### config.mk
export PLATFORM = sky130hd
export DESIGN_NAME = piezo_pump_driver_regs
export DESIGN_NICKNAME = d
export VERILOG_FILES = /design/src/design/pump_regs_pkg.sv /design/src/design/channel_stage.sv /design/src/design/i2c_line_events.sv /design/src/design/piezo_pump_driver_regs.sv
export SDC_FILE = /design/constraint.sdc
export NUM_CORES = 1
export LEC_CHECK = 0
export BUFFER_PORTS_ARGS = -buffer_cell sky130_fd_sc_hd__buf_2
export CORE_MARGIN = 4
export CORE_UTILIZATION = 59
export DETAILED_ROUTE_END_ITERATION = 8
export PLACE_DENSITY = 0.79
export SYNTH_ARGS = -nofsm -noshare
export SYNTH_HDL_FRONTEND = slang
export SYNTH_SLANG_ARGS = --single-unit
### constraint.sdc
create_clock -name sys_clk_in -period 3.25 [get_ports sys_clk_in]
set_input_delay 0.65 -clock sys_clk_in [delete_from_list [all_inputs] [get_ports sys_clk_in]]
set_output_delay 0.65 -clock sys_clk_in [all_outputs]
set_load 0.05 [all_outputs]
### src/design/pump_regs_pkg.sv
// Shared constants and types of the piezo pump driver register bank.
package pump_regs_pkg;

  // Upper five bits of the serial target address.
  localparam logic [4:0] TARGET_ADDR_FIXED = 5'h1e;

  // Register locations.
  localparam logic [7:0] REG_PART_IDENTITY = 8'h00;
  localparam logic [7:0] REG_POWER_AND_THERMAL = 8'h01;
  localparam logic [7:0] REG_DRIVE_FREQUENCY = 8'h02;
  localparam logic [7:0] REG_WAVEFORM_AND_SLOPE = 8'h03;
  localparam logic [7:0] REG_BOOST_SWITCHING = 8'h04;
  localparam logic [7:0] REG_SOUND_EFFECTS_UNUSED = 8'h05;
  localparam logic [7:0] REG_CHANNEL1_RAMP_PEAK = 8'h06;
  localparam logic [7:0] REG_CHANNEL4_RAMP_PEAK = 8'h09;
  localparam logic [7:0] REG_UPDATE_COMMAND = 8'h0a;
  localparam logic [7:0] REG_RESERVED = 8'h0b;

  // Value of every writable register after power-on.
  localparam logic [7:0] RESET_VALUE = 8'h00;

  // Writable bit masks; bits outside a mask are don't-care and read as zero.
  localparam logic [7:0] MASK_WAVEFORM = 8'h4f;
  localparam logic [7:0] MASK_BOOST = 8'hdf;

  // Field positions.
  localparam int THERMAL_BIT = 7;
  localparam int ENABLE_BIT = 0;
  localparam int DAMP_BIT = 6;
  localparam int HALF_WAVE_BIT = 3;
  localparam int RAMP_MSB = 7;
  localparam int RAMP_LSB = 5;
  localparam int PEAK_MSB = 4;
  localparam int RAMP_BITS = 3;
  localparam int PEAK_BITS = 5;

  // Channel count and bits per serial byte.
  localparam int NUM_CHANNELS = 4;
  localparam logic [3:0] BITS_PER_BYTE = 4'h8;

  // Serial target engine states.
  typedef enum logic [2:0] {
    ST_IDLE,
    ST_RX_BYTE,
    ST_ACK,
    ST_TX_BYTE,
    ST_HOST_ACK
  } target_state_type;

  // Meaning of the byte being received.
  typedef enum logic [1:0] {
    BYTE_ADDR,
    BYTE_REG,
    BYTE_DATA
  } byte_kind_type;

endpackage

### src/design/channel_stage.sv
// Staged and applied ramp and peak settings of the pump channels.
module channel_stage #(
  parameter int CHANNELS = 4
) (
  // Clock and reset.
  input wire logic sys_clk_in,
  input wire logic rst_in,
  // Staging write port.
  input wire logic wr_en_in,
  input wire logic [$clog2(CHANNELS)-1:0] wr_sel_in,
  input wire logic [7:0] wr_data_in,
  // Copy all staged settings into effect.
  input wire logic update_in,
  // Settings, eight bits per channel, channel 0 lowest.
  output logic [CHANNELS*8-1:0] staged_out,
  output logic [CHANNELS*8-1:0] applied_out
);

  genvar ch;
  generate
    for (ch = 0; ch < CHANNELS; ch++) begin : g_chan
      logic [7:0] staged_r;
      logic [7:0] staged_nxt;
      logic [7:0] applied_r;
      logic [7:0] applied_nxt;

      // A write only stages; the update copies every channel in the same cycle.
      always_comb begin
        staged_nxt = staged_r;
        applied_nxt = applied_r;
        if (wr_en_in && (wr_sel_in == ch)) begin
          staged_nxt = wr_data_in;
        end
        if (update_in) begin
          applied_nxt = staged_r;
        end
      end

      always_ff @(posedge sys_clk_in) begin
        if (rst_in) begin
          staged_r <= pump_regs_pkg::RESET_VALUE;
          applied_r <= pump_regs_pkg::RESET_VALUE;
        end else begin
          staged_r <= staged_nxt;
          applied_r <= applied_nxt;
        end
      end

      assign staged_out[ch*8 +: 8] = staged_r;
      assign applied_out[ch*8 +: 8] = applied_r;
    end
  endgenerate

endmodule

### src/design/i2c_line_events.sv
// Start, stop and clock edge detection on the sampled serial bus lines.
module i2c_line_events (
  // Clock and reset.
  input wire logic sys_clk_in,
  input wire logic rst_in,
  // Bus lines, already synchronous to the clock.
  input wire logic scl_in,
  input wire logic sda_in,
  // One-cycle events.
  output logic start_out,
  output logic stop_out,
  output logic scl_rise_out,
  output logic scl_fall_out
);

  logic scl_r;
  logic sda_r;
  logic scl_nxt;
  logic sda_nxt;

  // Previous line levels; idle bus is high, so reset to high avoids a false edge.
  always_comb begin
    scl_nxt = scl_in;
    sda_nxt = sda_in;
  end

  always_ff @(posedge sys_clk_in) begin
    if (rst_in) begin
      scl_r <= 1'b1;
      sda_r <= 1'b1;
    end else begin
      scl_r <= scl_nxt;
      sda_r <= sda_nxt;
    end
  end

  // Data changing while the clock stays high marks a start or a stop.
  assign start_out = scl_r && scl_in && sda_r && !sda_in;
  assign stop_out = scl_r && scl_in && !sda_r && sda_in;
  assign scl_rise_out = !scl_r && scl_in;
  assign scl_fall_out = scl_r && !scl_in;

endmodule

### src/design/piezo_pump_driver_regs.sv
// Serial target and register bank of the four-channel piezo pump driver.
module piezo_pump_driver_regs #(
  parameter logic [3:0] PART_CODE = 4'h5, // Arbitrary value.
  parameter logic [3:0] SILICON_STEP = 4'h1, // Arbitrary value.
  parameter bit SINGLE_CHANNEL = 1'b0
) (
  // Clock and reset.
  input wire logic sys_clk_in,
  input wire logic rst_in,
  // Serial bus; data is open drain.
  input wire logic scl_in,
  input wire logic sda_in,
  output logic sda_out,
  output logic sda_oe_n_out,
  // Address select pins.
  input wire logic addr_pin_high_in,
  input wire logic addr_pin_low_in,
  // Thermal sensor level.
  input wire logic over_temp_in,
  // Settings towards the analog stages.
  output logic pump_enable_out,
  output logic [7:0] drive_tone_sel_out,
  output logic lx_ringing_suppress_out,
  output logic half_wave_out,
  output logic [1:0] edge_steepness_out,
  output logic [1:0] spread_sel_out,
  output logic [4:0] boost_switch_rate_out,
  output logic [pump_regs_pkg::NUM_CHANNELS*3-1:0] ramp_duration_out,
  output logic [pump_regs_pkg::NUM_CHANNELS*5-1:0] peak_level_out
);

  localparam int CH = pump_regs_pkg::NUM_CHANNELS;

  logic start_ev;
  logic stop_ev;
  logic scl_rise;
  logic scl_fall;

  pump_regs_pkg::target_state_type state_r, state_nxt;
  pump_regs_pkg::byte_kind_type kind_r, kind_nxt;
  logic [3:0] cnt_r, cnt_nxt;
  logic [7:0] shift_r, shift_nxt;
  logic [7:0] ptr_r, ptr_nxt;
  logic rw_r, rw_nxt;
  logic ack_r, ack_nxt;
  logic drive_r, drive_nxt;
  logic update_r, update_nxt;
  logic reg_wr;
  logic [7:0] rd_value;
  logic [6:0] own_addr;
  logic [1:0] chan_sel;

  logic trip_r, trip_nxt;
  logic en_r, en_nxt;
  logic pump_en_r, pump_en_nxt;
  logic [7:0] freq_r, freq_nxt;
  logic [7:0] wave_r, wave_nxt;
  logic [7:0] boost_r, boost_nxt;
  logic [7:0] sound_r, sound_nxt;
  logic chan_wr;
  logic [CH*8-1:0] staged;
  logic [CH*8-1:0] applied;

  i2c_line_events u_events (
    .sys_clk_in(sys_clk_in),
    .rst_in(rst_in),
    .scl_in(scl_in),
    .sda_in(sda_in),
    .start_out(start_ev),
    .stop_out(stop_ev),
    .scl_rise_out(scl_rise),
    .scl_fall_out(scl_fall)
  );

  // Own address from fixed bits and the pins.
  assign own_addr = {pump_regs_pkg::TARGET_ADDR_FIXED, addr_pin_high_in, addr_pin_low_in};

  // Locations 0x06 to 0x09 map to channels 0 to 3; the two-bit sum wraps on purpose.
  assign chan_sel = ptr_r[1:0] + 2'h2;

  // Read data by location; unmapped and reserved locations read zero.
  always_comb begin
    rd_value = 8'h00;
    if (ptr_r == pump_regs_pkg::REG_PART_IDENTITY) begin
      rd_value = {PART_CODE, SILICON_STEP};
    end else if (ptr_r == pump_regs_pkg::REG_POWER_AND_THERMAL) begin
      rd_value = {trip_r, 6'h00, en_r};
    end else if (ptr_r == pump_regs_pkg::REG_DRIVE_FREQUENCY) begin
      rd_value = freq_r;
    end else if (ptr_r == pump_regs_pkg::REG_WAVEFORM_AND_SLOPE) begin
      rd_value = wave_r;
    end else if (ptr_r == pump_regs_pkg::REG_BOOST_SWITCHING) begin
      rd_value = boost_r;
    end else if (ptr_r == pump_regs_pkg::REG_SOUND_EFFECTS_UNUSED) begin
      rd_value = sound_r;
    end else if (ptr_r >= pump_regs_pkg::REG_CHANNEL1_RAMP_PEAK &&
                 ptr_r <= pump_regs_pkg::REG_CHANNEL4_RAMP_PEAK) begin
      rd_value = staged[chan_sel * 8 +: 8];
    end
  end

  // Serial target engine. A start restarts from any state, so a host that
  // breaks a byte off is always recovered at its next start.
  always_comb begin
    state_nxt = state_r;
    kind_nxt = kind_r;
    cnt_nxt = cnt_r;
    shift_nxt = shift_r;
    ptr_nxt = ptr_r;
    rw_nxt = rw_r;
    ack_nxt = ack_r;
    drive_nxt = drive_r;
    update_nxt = 1'b0;
    reg_wr = 1'b0;
    if (start_ev) begin
      state_nxt = pump_regs_pkg::ST_RX_BYTE;
      kind_nxt = pump_regs_pkg::BYTE_ADDR;
      cnt_nxt = 4'h0;
      drive_nxt = 1'b0;
    end else if (stop_ev) begin
      state_nxt = pump_regs_pkg::ST_IDLE;
      drive_nxt = 1'b0;
    end else begin
      case (state_r)
        pump_regs_pkg::ST_RX_BYTE: begin
          if (scl_rise && cnt_r < pump_regs_pkg::BITS_PER_BYTE) begin
            shift_nxt = {shift_r[6:0], sda_in};
            cnt_nxt = cnt_r + 4'h1;
          end else if (scl_fall && cnt_r == pump_regs_pkg::BITS_PER_BYTE) begin
            cnt_nxt = 4'h0;
            state_nxt = pump_regs_pkg::ST_ACK;
            drive_nxt = 1'b1;
            case (kind_r)
              pump_regs_pkg::BYTE_ADDR: begin
                if (shift_r[7:1] == own_addr) begin
                  rw_nxt = shift_r[0];
                end else begin
                  state_nxt = pump_regs_pkg::ST_IDLE;
                  drive_nxt = 1'b0;
                end
              end
              pump_regs_pkg::BYTE_REG: begin
                ptr_nxt = shift_r;
                if (shift_r == pump_regs_pkg::REG_UPDATE_COMMAND) begin
                  update_nxt = 1'b1;
                end
              end
              default: begin
                reg_wr = 1'b1;
                ptr_nxt = ptr_r + 8'h01;
              end
            endcase
          end
        end
        pump_regs_pkg::ST_ACK: begin
          if (scl_fall) begin
            drive_nxt = 1'b0;
            if (kind_r == pump_regs_pkg::BYTE_ADDR && rw_r) begin
              state_nxt = pump_regs_pkg::ST_TX_BYTE;
              shift_nxt = rd_value;
              drive_nxt = !rd_value[7];
              cnt_nxt = 4'h1;
              ptr_nxt = ptr_r + 8'h01;
            end else begin
              state_nxt = pump_regs_pkg::ST_RX_BYTE;
              kind_nxt = (kind_r == pump_regs_pkg::BYTE_ADDR) ?
                         pump_regs_pkg::BYTE_REG : pump_regs_pkg::BYTE_DATA;
            end
          end
        end
        pump_regs_pkg::ST_TX_BYTE: begin
          if (scl_fall) begin
            if (cnt_r == pump_regs_pkg::BITS_PER_BYTE) begin
              state_nxt = pump_regs_pkg::ST_HOST_ACK;
              drive_nxt = 1'b0;
            end else begin
              shift_nxt = {shift_r[6:0], 1'b0};
              drive_nxt = !shift_r[6];
              cnt_nxt = cnt_r + 4'h1;
            end
          end
        end
        pump_regs_pkg::ST_HOST_ACK: begin
          // A host that answers not-acknowledge ends the read.
          if (scl_rise) begin
            ack_nxt = !sda_in;
          end else if (scl_fall) begin
            if (ack_r) begin
              state_nxt = pump_regs_pkg::ST_TX_BYTE;
              shift_nxt = rd_value;
              drive_nxt = !rd_value[7];
              cnt_nxt = 4'h1;
              ptr_nxt = ptr_r + 8'h01;
            end else begin
              state_nxt = pump_regs_pkg::ST_IDLE;
            end
          end
        end
        default: begin
          state_nxt = pump_regs_pkg::ST_IDLE;
        end
      endcase
    end
  end

  always_ff @(posedge sys_clk_in) begin
    if (rst_in) begin
      state_r <= pump_regs_pkg::ST_IDLE;
      kind_r <= pump_regs_pkg::BYTE_ADDR;
      cnt_r <= 4'h0;
      shift_r <= 8'h00;
      ptr_r <= 8'h00;
      rw_r <= 1'b0;
      ack_r <= 1'b0;
      drive_r <= 1'b0;
      update_r <= 1'b0;
    end else begin
      state_r <= state_nxt;
      kind_r <= kind_nxt;
      cnt_r <= cnt_nxt;
      shift_r <= shift_nxt;
      ptr_r <= ptr_nxt;
      rw_r <= rw_nxt;
      ack_r <= ack_nxt;
      drive_r <= drive_nxt;
      update_r <= update_nxt;
    end
  end

  // Register bank. Identity is fixed; writes to it and to 0x0A/0x0B do nothing.
  always_comb begin
    trip_nxt = trip_r || over_temp_in;
    en_nxt = en_r;
    freq_nxt = freq_r;
    wave_nxt = wave_r;
    boost_nxt = boost_r;
    sound_nxt = sound_r;
    if (reg_wr) begin
      if (ptr_r == pump_regs_pkg::REG_POWER_AND_THERMAL) begin
        en_nxt = shift_r[pump_regs_pkg::ENABLE_BIT];
      end else if (ptr_r == pump_regs_pkg::REG_DRIVE_FREQUENCY) begin
        freq_nxt = shift_r;
      end else if (ptr_r == pump_regs_pkg::REG_WAVEFORM_AND_SLOPE) begin
        wave_nxt = shift_r & pump_regs_pkg::MASK_WAVEFORM;
      end else if (ptr_r == pump_regs_pkg::REG_BOOST_SWITCHING) begin
        boost_nxt = shift_r & pump_regs_pkg::MASK_BOOST;
      end else if (ptr_r == pump_regs_pkg::REG_SOUND_EFFECTS_UNUSED) begin
        sound_nxt = shift_r;
      end
    end
    // Trip and enable gate only pump_enable_out; the settings and their outputs are kept.
    pump_en_nxt = en_nxt && !trip_nxt;
  end

  always_ff @(posedge sys_clk_in) begin
    if (rst_in) begin
      trip_r <= 1'b0;
      en_r <= 1'b0;
      pump_en_r <= 1'b0;
      freq_r <= pump_regs_pkg::RESET_VALUE;
      wave_r <= pump_regs_pkg::RESET_VALUE;
      boost_r <= pump_regs_pkg::RESET_VALUE;
      sound_r <= pump_regs_pkg::RESET_VALUE;
    end else begin
      trip_r <= trip_nxt;
      en_r <= en_nxt;
      pump_en_r <= pump_en_nxt;
      freq_r <= freq_nxt;
      wave_r <= wave_nxt;
      boost_r <= boost_nxt;
      sound_r <= sound_nxt;
    end
  end

  assign chan_wr = reg_wr && ptr_r >= pump_regs_pkg::REG_CHANNEL1_RAMP_PEAK &&
                   ptr_r <= pump_regs_pkg::REG_CHANNEL4_RAMP_PEAK;

  channel_stage #(.CHANNELS(CH)) u_stage (
    .sys_clk_in(sys_clk_in),
    .rst_in(rst_in),
    .wr_en_in(chan_wr),
    .wr_sel_in(chan_sel),
    .wr_data_in(shift_r),
    .update_in(update_r),
    .staged_out(staged),
    .applied_out(applied)
  );

  // Open drain: only ever pull low.
  assign sda_out = 1'b0;
  assign sda_oe_n_out = !drive_r;

  assign pump_enable_out = pump_en_r;
  assign drive_tone_sel_out = freq_r;
  assign lx_ringing_suppress_out = wave_r[pump_regs_pkg::DAMP_BIT];
  assign half_wave_out = wave_r[pump_regs_pkg::HALF_WAVE_BIT];
  assign edge_steepness_out = wave_r[1:0];
  assign spread_sel_out = boost_r[7:6];
  assign boost_switch_rate_out = boost_r[4:0];

  // Per-channel field split; the single-channel variant drives only the last.
  genvar c;
  generate
    for (c = 0; c < CH; c++) begin : g_out
      logic live;
      assign live = !SINGLE_CHANNEL || (c == CH - 1);
      assign ramp_duration_out[c*3 +: 3] = live ?
        applied[c*8 + pump_regs_pkg::RAMP_LSB +: 3] : 3'h0;
      assign peak_level_out[c*5 +: 5] = live ? applied[c*8 +: 5] : 5'h00;
    end
  endgenerate
endmodule

# After elaboration in Yosys (flattened, before gate mapping)
# Cells that the tools add are included.
[totals] output_inout_bits=54 word_cells=201 in_bits=7 regBits=126
[classes] n_shift=1 n_addsub=3 n_eq_ne=36 n_reduce_logical=49 n_bitwise=11 mux=71 n_lt_le_gt_ge=3
[op_table] operator="$mux 8" n=22
[op_table] operator="$mux 4" n=9
[op_table] operator="$pmux 8 s4" n=1
[op_table] operator="$shiftx 32x6->8" n=1
[op_table] operator="$ne 4x4->1 const B" n=7
[op_table] operator="$ne 2x2->1 const B" n=12
[op_table] operator="$pmux 8 s3" n=1
[op_table] operator="$mux 1" n=22
[op_table] operator="$reduce_and 11->1" n=2
[op_table] operator="$mux 3" n=7
[op_table] operator="$reduce_and 7->1" n=3
[op_table] operator="$logic_and 1x1->1" n=18
[op_table] operator="$eq 8x2->1 const B" n=2
[op_table] operator="$eq 8x3->1 const B" n=2
[op_table] operator="$pmux 4 s4" n=1
[op_table] operator="$pmux 8 s2" n=1
[op_table] operator="$pmux 3 s4" n=1
[op_table] operator="$reduce_and 4->1" n=3
[op_table] operator="$not 1->1" n=11
[op_table] operator="$mux 2" n=5
[op_table] operator="$reduce_and 10->1" n=1
[op_table] operator="$add 8x1->8 const B" n=1
[op_table] operator="$eq 8x1->1 const B" n=1
[op_table] operator="$eq 8x4->1 const B" n=1
[op_table] operator="27 further kinds" n=39

# Longest topological paths before layout
[depth] depth_word=14 depth_mapped=11 ltp_nobuf=8

# Hierarchy
# A second synthesis with hierarchy kept.
[hier_totals] hier_cells=698 area_unflattened_um2=6391.1
[by_module_without_submodules] module="piezo_pump_driver_regs" instances=1 area_each_um2=3907.5 seq_area_each_um2=1201.2 cells_each=471
[by_module_without_submodules] module="channel_stage" instances=1 area_each_um2=2398.6 seq_area_each_um2=1281.2 cells_each=219
[by_module_without_submodules] module="i2c_line_events" instances=1 area_each_um2=85.1 seq_area_each_um2=40.0 cells_each=8

# Worst setup path after synthesis
# No wires, ideal clock.
[synth_path] path_kind="register -> register" start="reg ptr_r[0]" end="reg sound_r[1]" path_stages_with_launch=10 setup_ns=0.128 t_required_ns=3.122 n_path_buf=2 t_arrival_ns=2.293 period_less_slack_ns=2.420 slack_ns=0.830 cell_sequence="dfxtp_1 > buf_2 > inv_1 > ha_1 > clkbuf_1 > o211ai_1 > nand2_1 > nor4_4 > mux2i_1 > nor2_1"
[synth_between] elab_chain_cells=3 word_cells_on_any_way=10 classes_between="eq/ne (5); bitwise (4); reduce/logical (1)"
[synth_lines] element="start, declared" line_no="piezo_pump_driver_regs.sv:43" source="logic [7:0] ptr_r, ptr_nxt;"
[synth_lines] element="start signal, assigned" line_no="piezo_pump_driver_regs.sv:222" source="ptr_r <= ptr_nxt;"
[synth_lines] element="$eq 8x3->1 (tied with other cells)" line_no="piezo_pump_driver_regs.sv:245" source="end else if (ptr_r == pump_regs_pkg::REG_BOOST_SWITCHING) begin"
[synth_lines] element="$not 1->1 (no line)"
[synth_lines] element="$reduce_and 6->1 (no line) *"
[synth_lines] element="end signal, assigned" line_no="piezo_pump_driver_regs.sv:263" source="sound_r <= pump_regs_pkg::RESET_VALUE;"
[synth_lines] element="end signal, assigned" line_no="piezo_pump_driver_regs.sv:271" source="sound_r <= sound_nxt;"
[synth_lines] element="end, declared" line_no="piezo_pump_driver_regs.sv:59" source="logic [7:0] sound_r, sound_nxt;"
# Mark *: on every way between the ends. The rest lies on a longest branch, timed or not.
# A chain may end at the register's enable or synchronous reset.

# Final worst setup path
[layout_path] start="reg cnt_r[0]" end="reg u_stage.g_chan[2].staged_r[2]"
[layout_between] elab_chain_cells=10 word_cells_on_any_way=12 classes_between="order compare (1); eq/ne (1); mux (5); reduce/logical (5)"
[layout_lines] element="start, declared" line_no="piezo_pump_driver_regs.sv:41" source="logic [3:0] cnt_r, cnt_nxt;"
[layout_lines] element="start signal, assigned" line_no="piezo_pump_driver_regs.sv:220" source="cnt_r <= cnt_nxt;"
[layout_lines] element="branches (longest 3 deep; another with $lt 4x4->1)"
[layout_lines] element="$mux 1 *" line_no="piezo_pump_driver_regs.sv:126" source="if (scl_rise && cnt_r < pump_regs_pkg::BITS_PER_BYTE) begin"
[layout_lines] element="$mux 1 *" line_no="piezo_pump_driver_regs.sv:124" source="case (state_r)"
[layout_lines] element="$mux 1 *" line_no="piezo_pump_driver_regs.sv:120" source="end else if (stop_ev) begin"
[layout_lines] element="$mux 1 *" line_no="piezo_pump_driver_regs.sv:115" source="if (start_ev) begin"
[layout_lines] element="$logic_and 1x1->1 * (2 in a row)" line_no="piezo_pump_driver_regs.sv:275" source="assign chan_wr = reg_wr && ptr_r >= pump_regs_pkg::REG_CHANNEL1_RAMP_PEAK &&"
[layout_lines] element="$logic_and 1x1->1 *" line_no="channel_stage.sv:31" source="if (wr_en_in && (wr_sel_in == ch)) begin"
[layout_lines] element="end signal, assigned" line_no="channel_stage.sv:41" source="staged_r <= pump_regs_pkg::RESET_VALUE;"
[layout_lines] element="end signal, assigned" line_no="channel_stage.sv:44" source="staged_r <= staged_nxt;"
[layout_lines] element="end, declared" line_no="channel_stage.sv:22" source="logic [7:0] staged_r;"
# Every way passes the cells marked *.

==> summary.md <==
| Metric | Value |
|---|---|
| Hold Crit Endpoint | `pump_enable_out$_SDFF_PP0_` |
| DR vias/cell | `6.30` |
| Setup Viol. Count Final | `0` |
| Cell leakage power | `between 0.002 and 0.003 uW` |
| Post-Layout Inst Area | `between 0.006 and 0.007 sq mm` |
| Yosys cell types | `between 70 and 80` |
| Placed cell area | `about 0.0064 sq mm` |
| Final hold vios | `0` |
| Io pins | `61` |
| DRT Pass-1 Iters | `6` |
| Crit path kind | `flip-flop to flip-flop` |
| Largest net degree at the start of global routing | `~90` |
| Setup TNS | `0 ns` |
| RSZ-0062 raised after global routing | `false` |
| Layout cells sized above 1 | `0.165` |
| Share of the synthesized area in the top cell type | `0.414` |
| Drt wl/cell | `around 18 um` |
| Reg2Reg Launch Point | `cnt_r[0]$_SDFFE_PP0P_` |
| Reg2Reg Depth | `8` |
| Maxcap violations | `0` |
| Fillers | `between 800 and 900` |
| Met3 global-route usage | `0.0711` |
| Max-slew headroom | `0.340` |
| Buffers inserted by post-CTS timing repair | `0` |
| Post-synth EDFFs | `0` |
| Yosys reg bits | `about 130` |
| Internal power | `about 2800 uW` |
| Drt drc | `0` |
| Hold Worst Slack | `around 0.30 ns` |
| Cell Area, Synth | `just over 0.006 sq mm` |
| Top cells by count, synth | `dfxtp_1 (126), nor2_1 (95), nand2_1 (72), a21oi_1 (67), mux2i_1 (62)` |
| DP Cell Count | `approximately 860` |
| Synth area leader | `dfxtp_1` |
| Die X | `between 100 and 150 um` |
| Vias in the first global route | `~5200` |
| Clock latency on the worst-skew pair | `0.53 ns` |
| Gpl congestion | `roughly 0.94` |
| CP max FO | `15` |
| Critical path's top delay family | `simple AND/OR/NAND/NOR gates` |
| Hold Path Depth | `2` |
| PortBufs | `59` |
| Area grow syn2layout | `14.6%` |
| Synth Flop Type | `dfxtp_1` |
| Share of power burned in registers | `0.437` |
| TritonCTS buffer count | `17` |
| Max incr delay on CP | `around 0.65 ns` |
| Peak supply drop | `~0.34 mV` |
| Part of the Yosys area used for sequential elements | `0.414` |
| Met2 usage | `0.420` |
| Die H | `110 um` |
| Initial Utilization | `0.616` |
| Switching Share | `0.247` |
| Critical-path cell list | `inv_1 > ha_1 > and3b_1 > nand4_4 > and3b_1 > nand2_1 > nand2_1 > a21oi_1` |
| Hold Crit Start | `over_temp_in` |
| Minimum clock period | `between 2 and 3 ns` |
| First-pass GRT wire length | `between 20000 and 30000 um` |
| Data required time of the worst path | `3.62 ns` |
| Initial antenna violation count | `0` |
| Vias after detailed routing | `approximately 5600` |
| Worst-margin pin slew | `between 0.9 and 1 ns` |
| Syn_nets | `approximately 730` |
| Comb power frac | `0.061` |
| Outcome | `complete, no violations` |
| Ys Warns | `0` |
| Gr busiest metal | `met2` |
| Finished Layout Cells | `a little under 900` |
| Net Switching | `slightly above 900 uW` |
| H-Tree Depth | `4` |
| Clk pwr share | `0.502` |
| Max stage delay cell, worst path | `and3b_1` |
| CTS Root Cell | `clkbuf_8` |
| Routed Antenna Nets | `0` |
| WL final | `between 15000 and 20000 um` |
| Worst hold path type | `input port to flip-flop` |
| CP endpoint kind | `flip-flop` |
| Critical Path Start Type | `flip-flop` |
| Top-count cell post-synth | `dfxtp_1` |
| Worst Path Buf+Inv | `1` |
| Mapped Cells | `slightly above 700` |
| Total core area | `between 0.009 and 0.01 sq mm` |
| Slew Limit Fails | `0` |
| GRT overflow | `0` |
| Number of diodes | `0` |
| Num rows | `36` |
| Met1 Use GR | `0.390` |
| Total GRT Usage | `0.285` |
| Clock Path Buffers | `2` |
| Clk_skew | `between 0.01 and 0.015 ns` |
| Die ar. | `roughly 0.012 sq mm` |
| Fin crit share | `0.812` |
| Cts hold-fix bufs | `0` |
| # nets final | `about 760` |
| Largest cells by area after synthesis | `dfxtp_1 (41%), mux2i_1 (10%), nor2_1 (5.8%)` |
| Detail Placement HPWL | `about 11000 um` |
| Clk slew on worst S/H paths | `around 0.06 ns` |
| Mean Syn Cell Area | `8.57 sq um` |
| Worst reg2reg path endpoint | `u_stage.g_chan[2].staged_r[2]$_SDFFE_PP0P_` |
| Synth async-reset ratio | `0` |
| First-iteration detailed-routing DRC count | `between 500 and 600` |
| Pwr dens | `around 530 mW/mm^2` |
| Post-cts resize count | `0` |
| CTS Sinks | `approximately 130` |
| Worst reg-to-reg setup slack | `a little over 0.6 ns` |
| CTS tree | `yes` |
| Fmax achieved | `approximately 380 MHz` |
| Crit path arrival time | `roughly 3 ns` |
==> layer usage <==
metal	vias to the layer above	share of wire
met5	-	0
met4	0	0.028
met3	48	0.096
met2	321	0.44
met1	2634	0.43
li1	2610	-
==> worst max-delay path by stage <==
stage                           from                                          to  slack (ns)  cells past startpoint
6_report       cnt_r[0]$_SDFFE_PP0P_  u_stage.g_chan[2].staged_r[2]$_SDFFE_PP0P_        0.61                      8
5_1_grt        cnt_r[0]$_SDFFE_PP0P_  u_stage.g_chan[2].staged_r[2]$_SDFFE_PP0P_        0.46                      8
4_1_cts        cnt_r[0]$_SDFFE_PP0P_  u_stage.g_chan[3].staged_r[0]$_SDFFE_PP0P_        0.66                      8
3_5_place_dp                  scl_in  u_stage.g_chan[0].staged_r[4]$_SDFFE_PP0P_        0.66                      7
3_3_place_gp                  scl_in                       ptr_r[0]$_SDFFE_PP0P_        0.75                      8
2_1_floorplan  ptr_r[0]$_SDFFE_PP0P_                     sound_r[1]$_SDFFE_PP0P_        0.83                      9
==> final cells by class <==
type	instances	area [sq um]	area share
Clock inverter	11	133	0.0190
Sequential cell	126	2520	0.361
Timing Repair Buffer	73	403	0.0576
Inverter	15	56.3	0.00806
Tap cell	133	166	0.0238
Clock buffer	21	449	0.0643
Multi-Input combinational cell	512	3260	0.466
==> power groups by stage <==
| stage | logic (uW) | clock network, uW | registers, uW |
|---|---|---|---|
| global placement | 212 | 0 | 1640 |
| floorplan | 193 | 0 | 1610 |
| global route | 245 | 1940 | 1620 |
| finish | 225 | 1850 | 1610 |
| detailed placement | 218 | 0 | 1640 |
| CTS | 220 | 1860 | 1610 |
==> sequential cells by signal, indices dropped and copies added (netlist names), 2 cells and up <==
signal	cells
u_stage.g_chan.applied_r	32
u_stage.g_chan.staged_r	32
drive_tone_sel_out	8
ptr_r	8
shift_r	8
sound_r	8
boost_r	7
wave_r	5
cnt_r	4
state_r	3
kind_r	2
==> cell families after synthesis <==
kind of cell,Yosys count,synth area share
simple gates,274,0.222
mux,70,0.131
other cells,1,0.000615
buf+inv,74,0.0523
fa+ha+maj,7,0.0144
compound gates,155,0.158
xor+xnor,5,0.00718
flops,126,0.414
==> cells in the final DEF, fill, tap and decap left out, types with 5 or more instances in the layout <==
cell type	instances
inv_1	15
ha_1	7
nor3b_1	5
o21ai_0	23
a211oi_1	6
o22ai_1	7
buf_2	58
a22oi_1	6
buf_4	15
nor2b_1	5
a21oi_1	67
nand3b_1	5
a31oi_1	5
mux4_2	8
mux2i_1	62
nand2b_1	5
nor2_1	95
dfxtp_1	125
nand2_1	72
clkbuf_16	16
nand3_1	46
==> through the flow <==
stage / power [uW] / util / setup slack (ns)
after global routing: 3800 / 0.705 / 0.456
after global placement: 1860 / 0.647 / 0.746
after floorplan: 1800 / - / 0.830
after CTS: 3690 / 0.705 / 0.658
final: 3690 / 0.705 / 0.612
after detailed placement: 1860 / 0.647 / 0.664
Power figures use the tool's default switching activity.
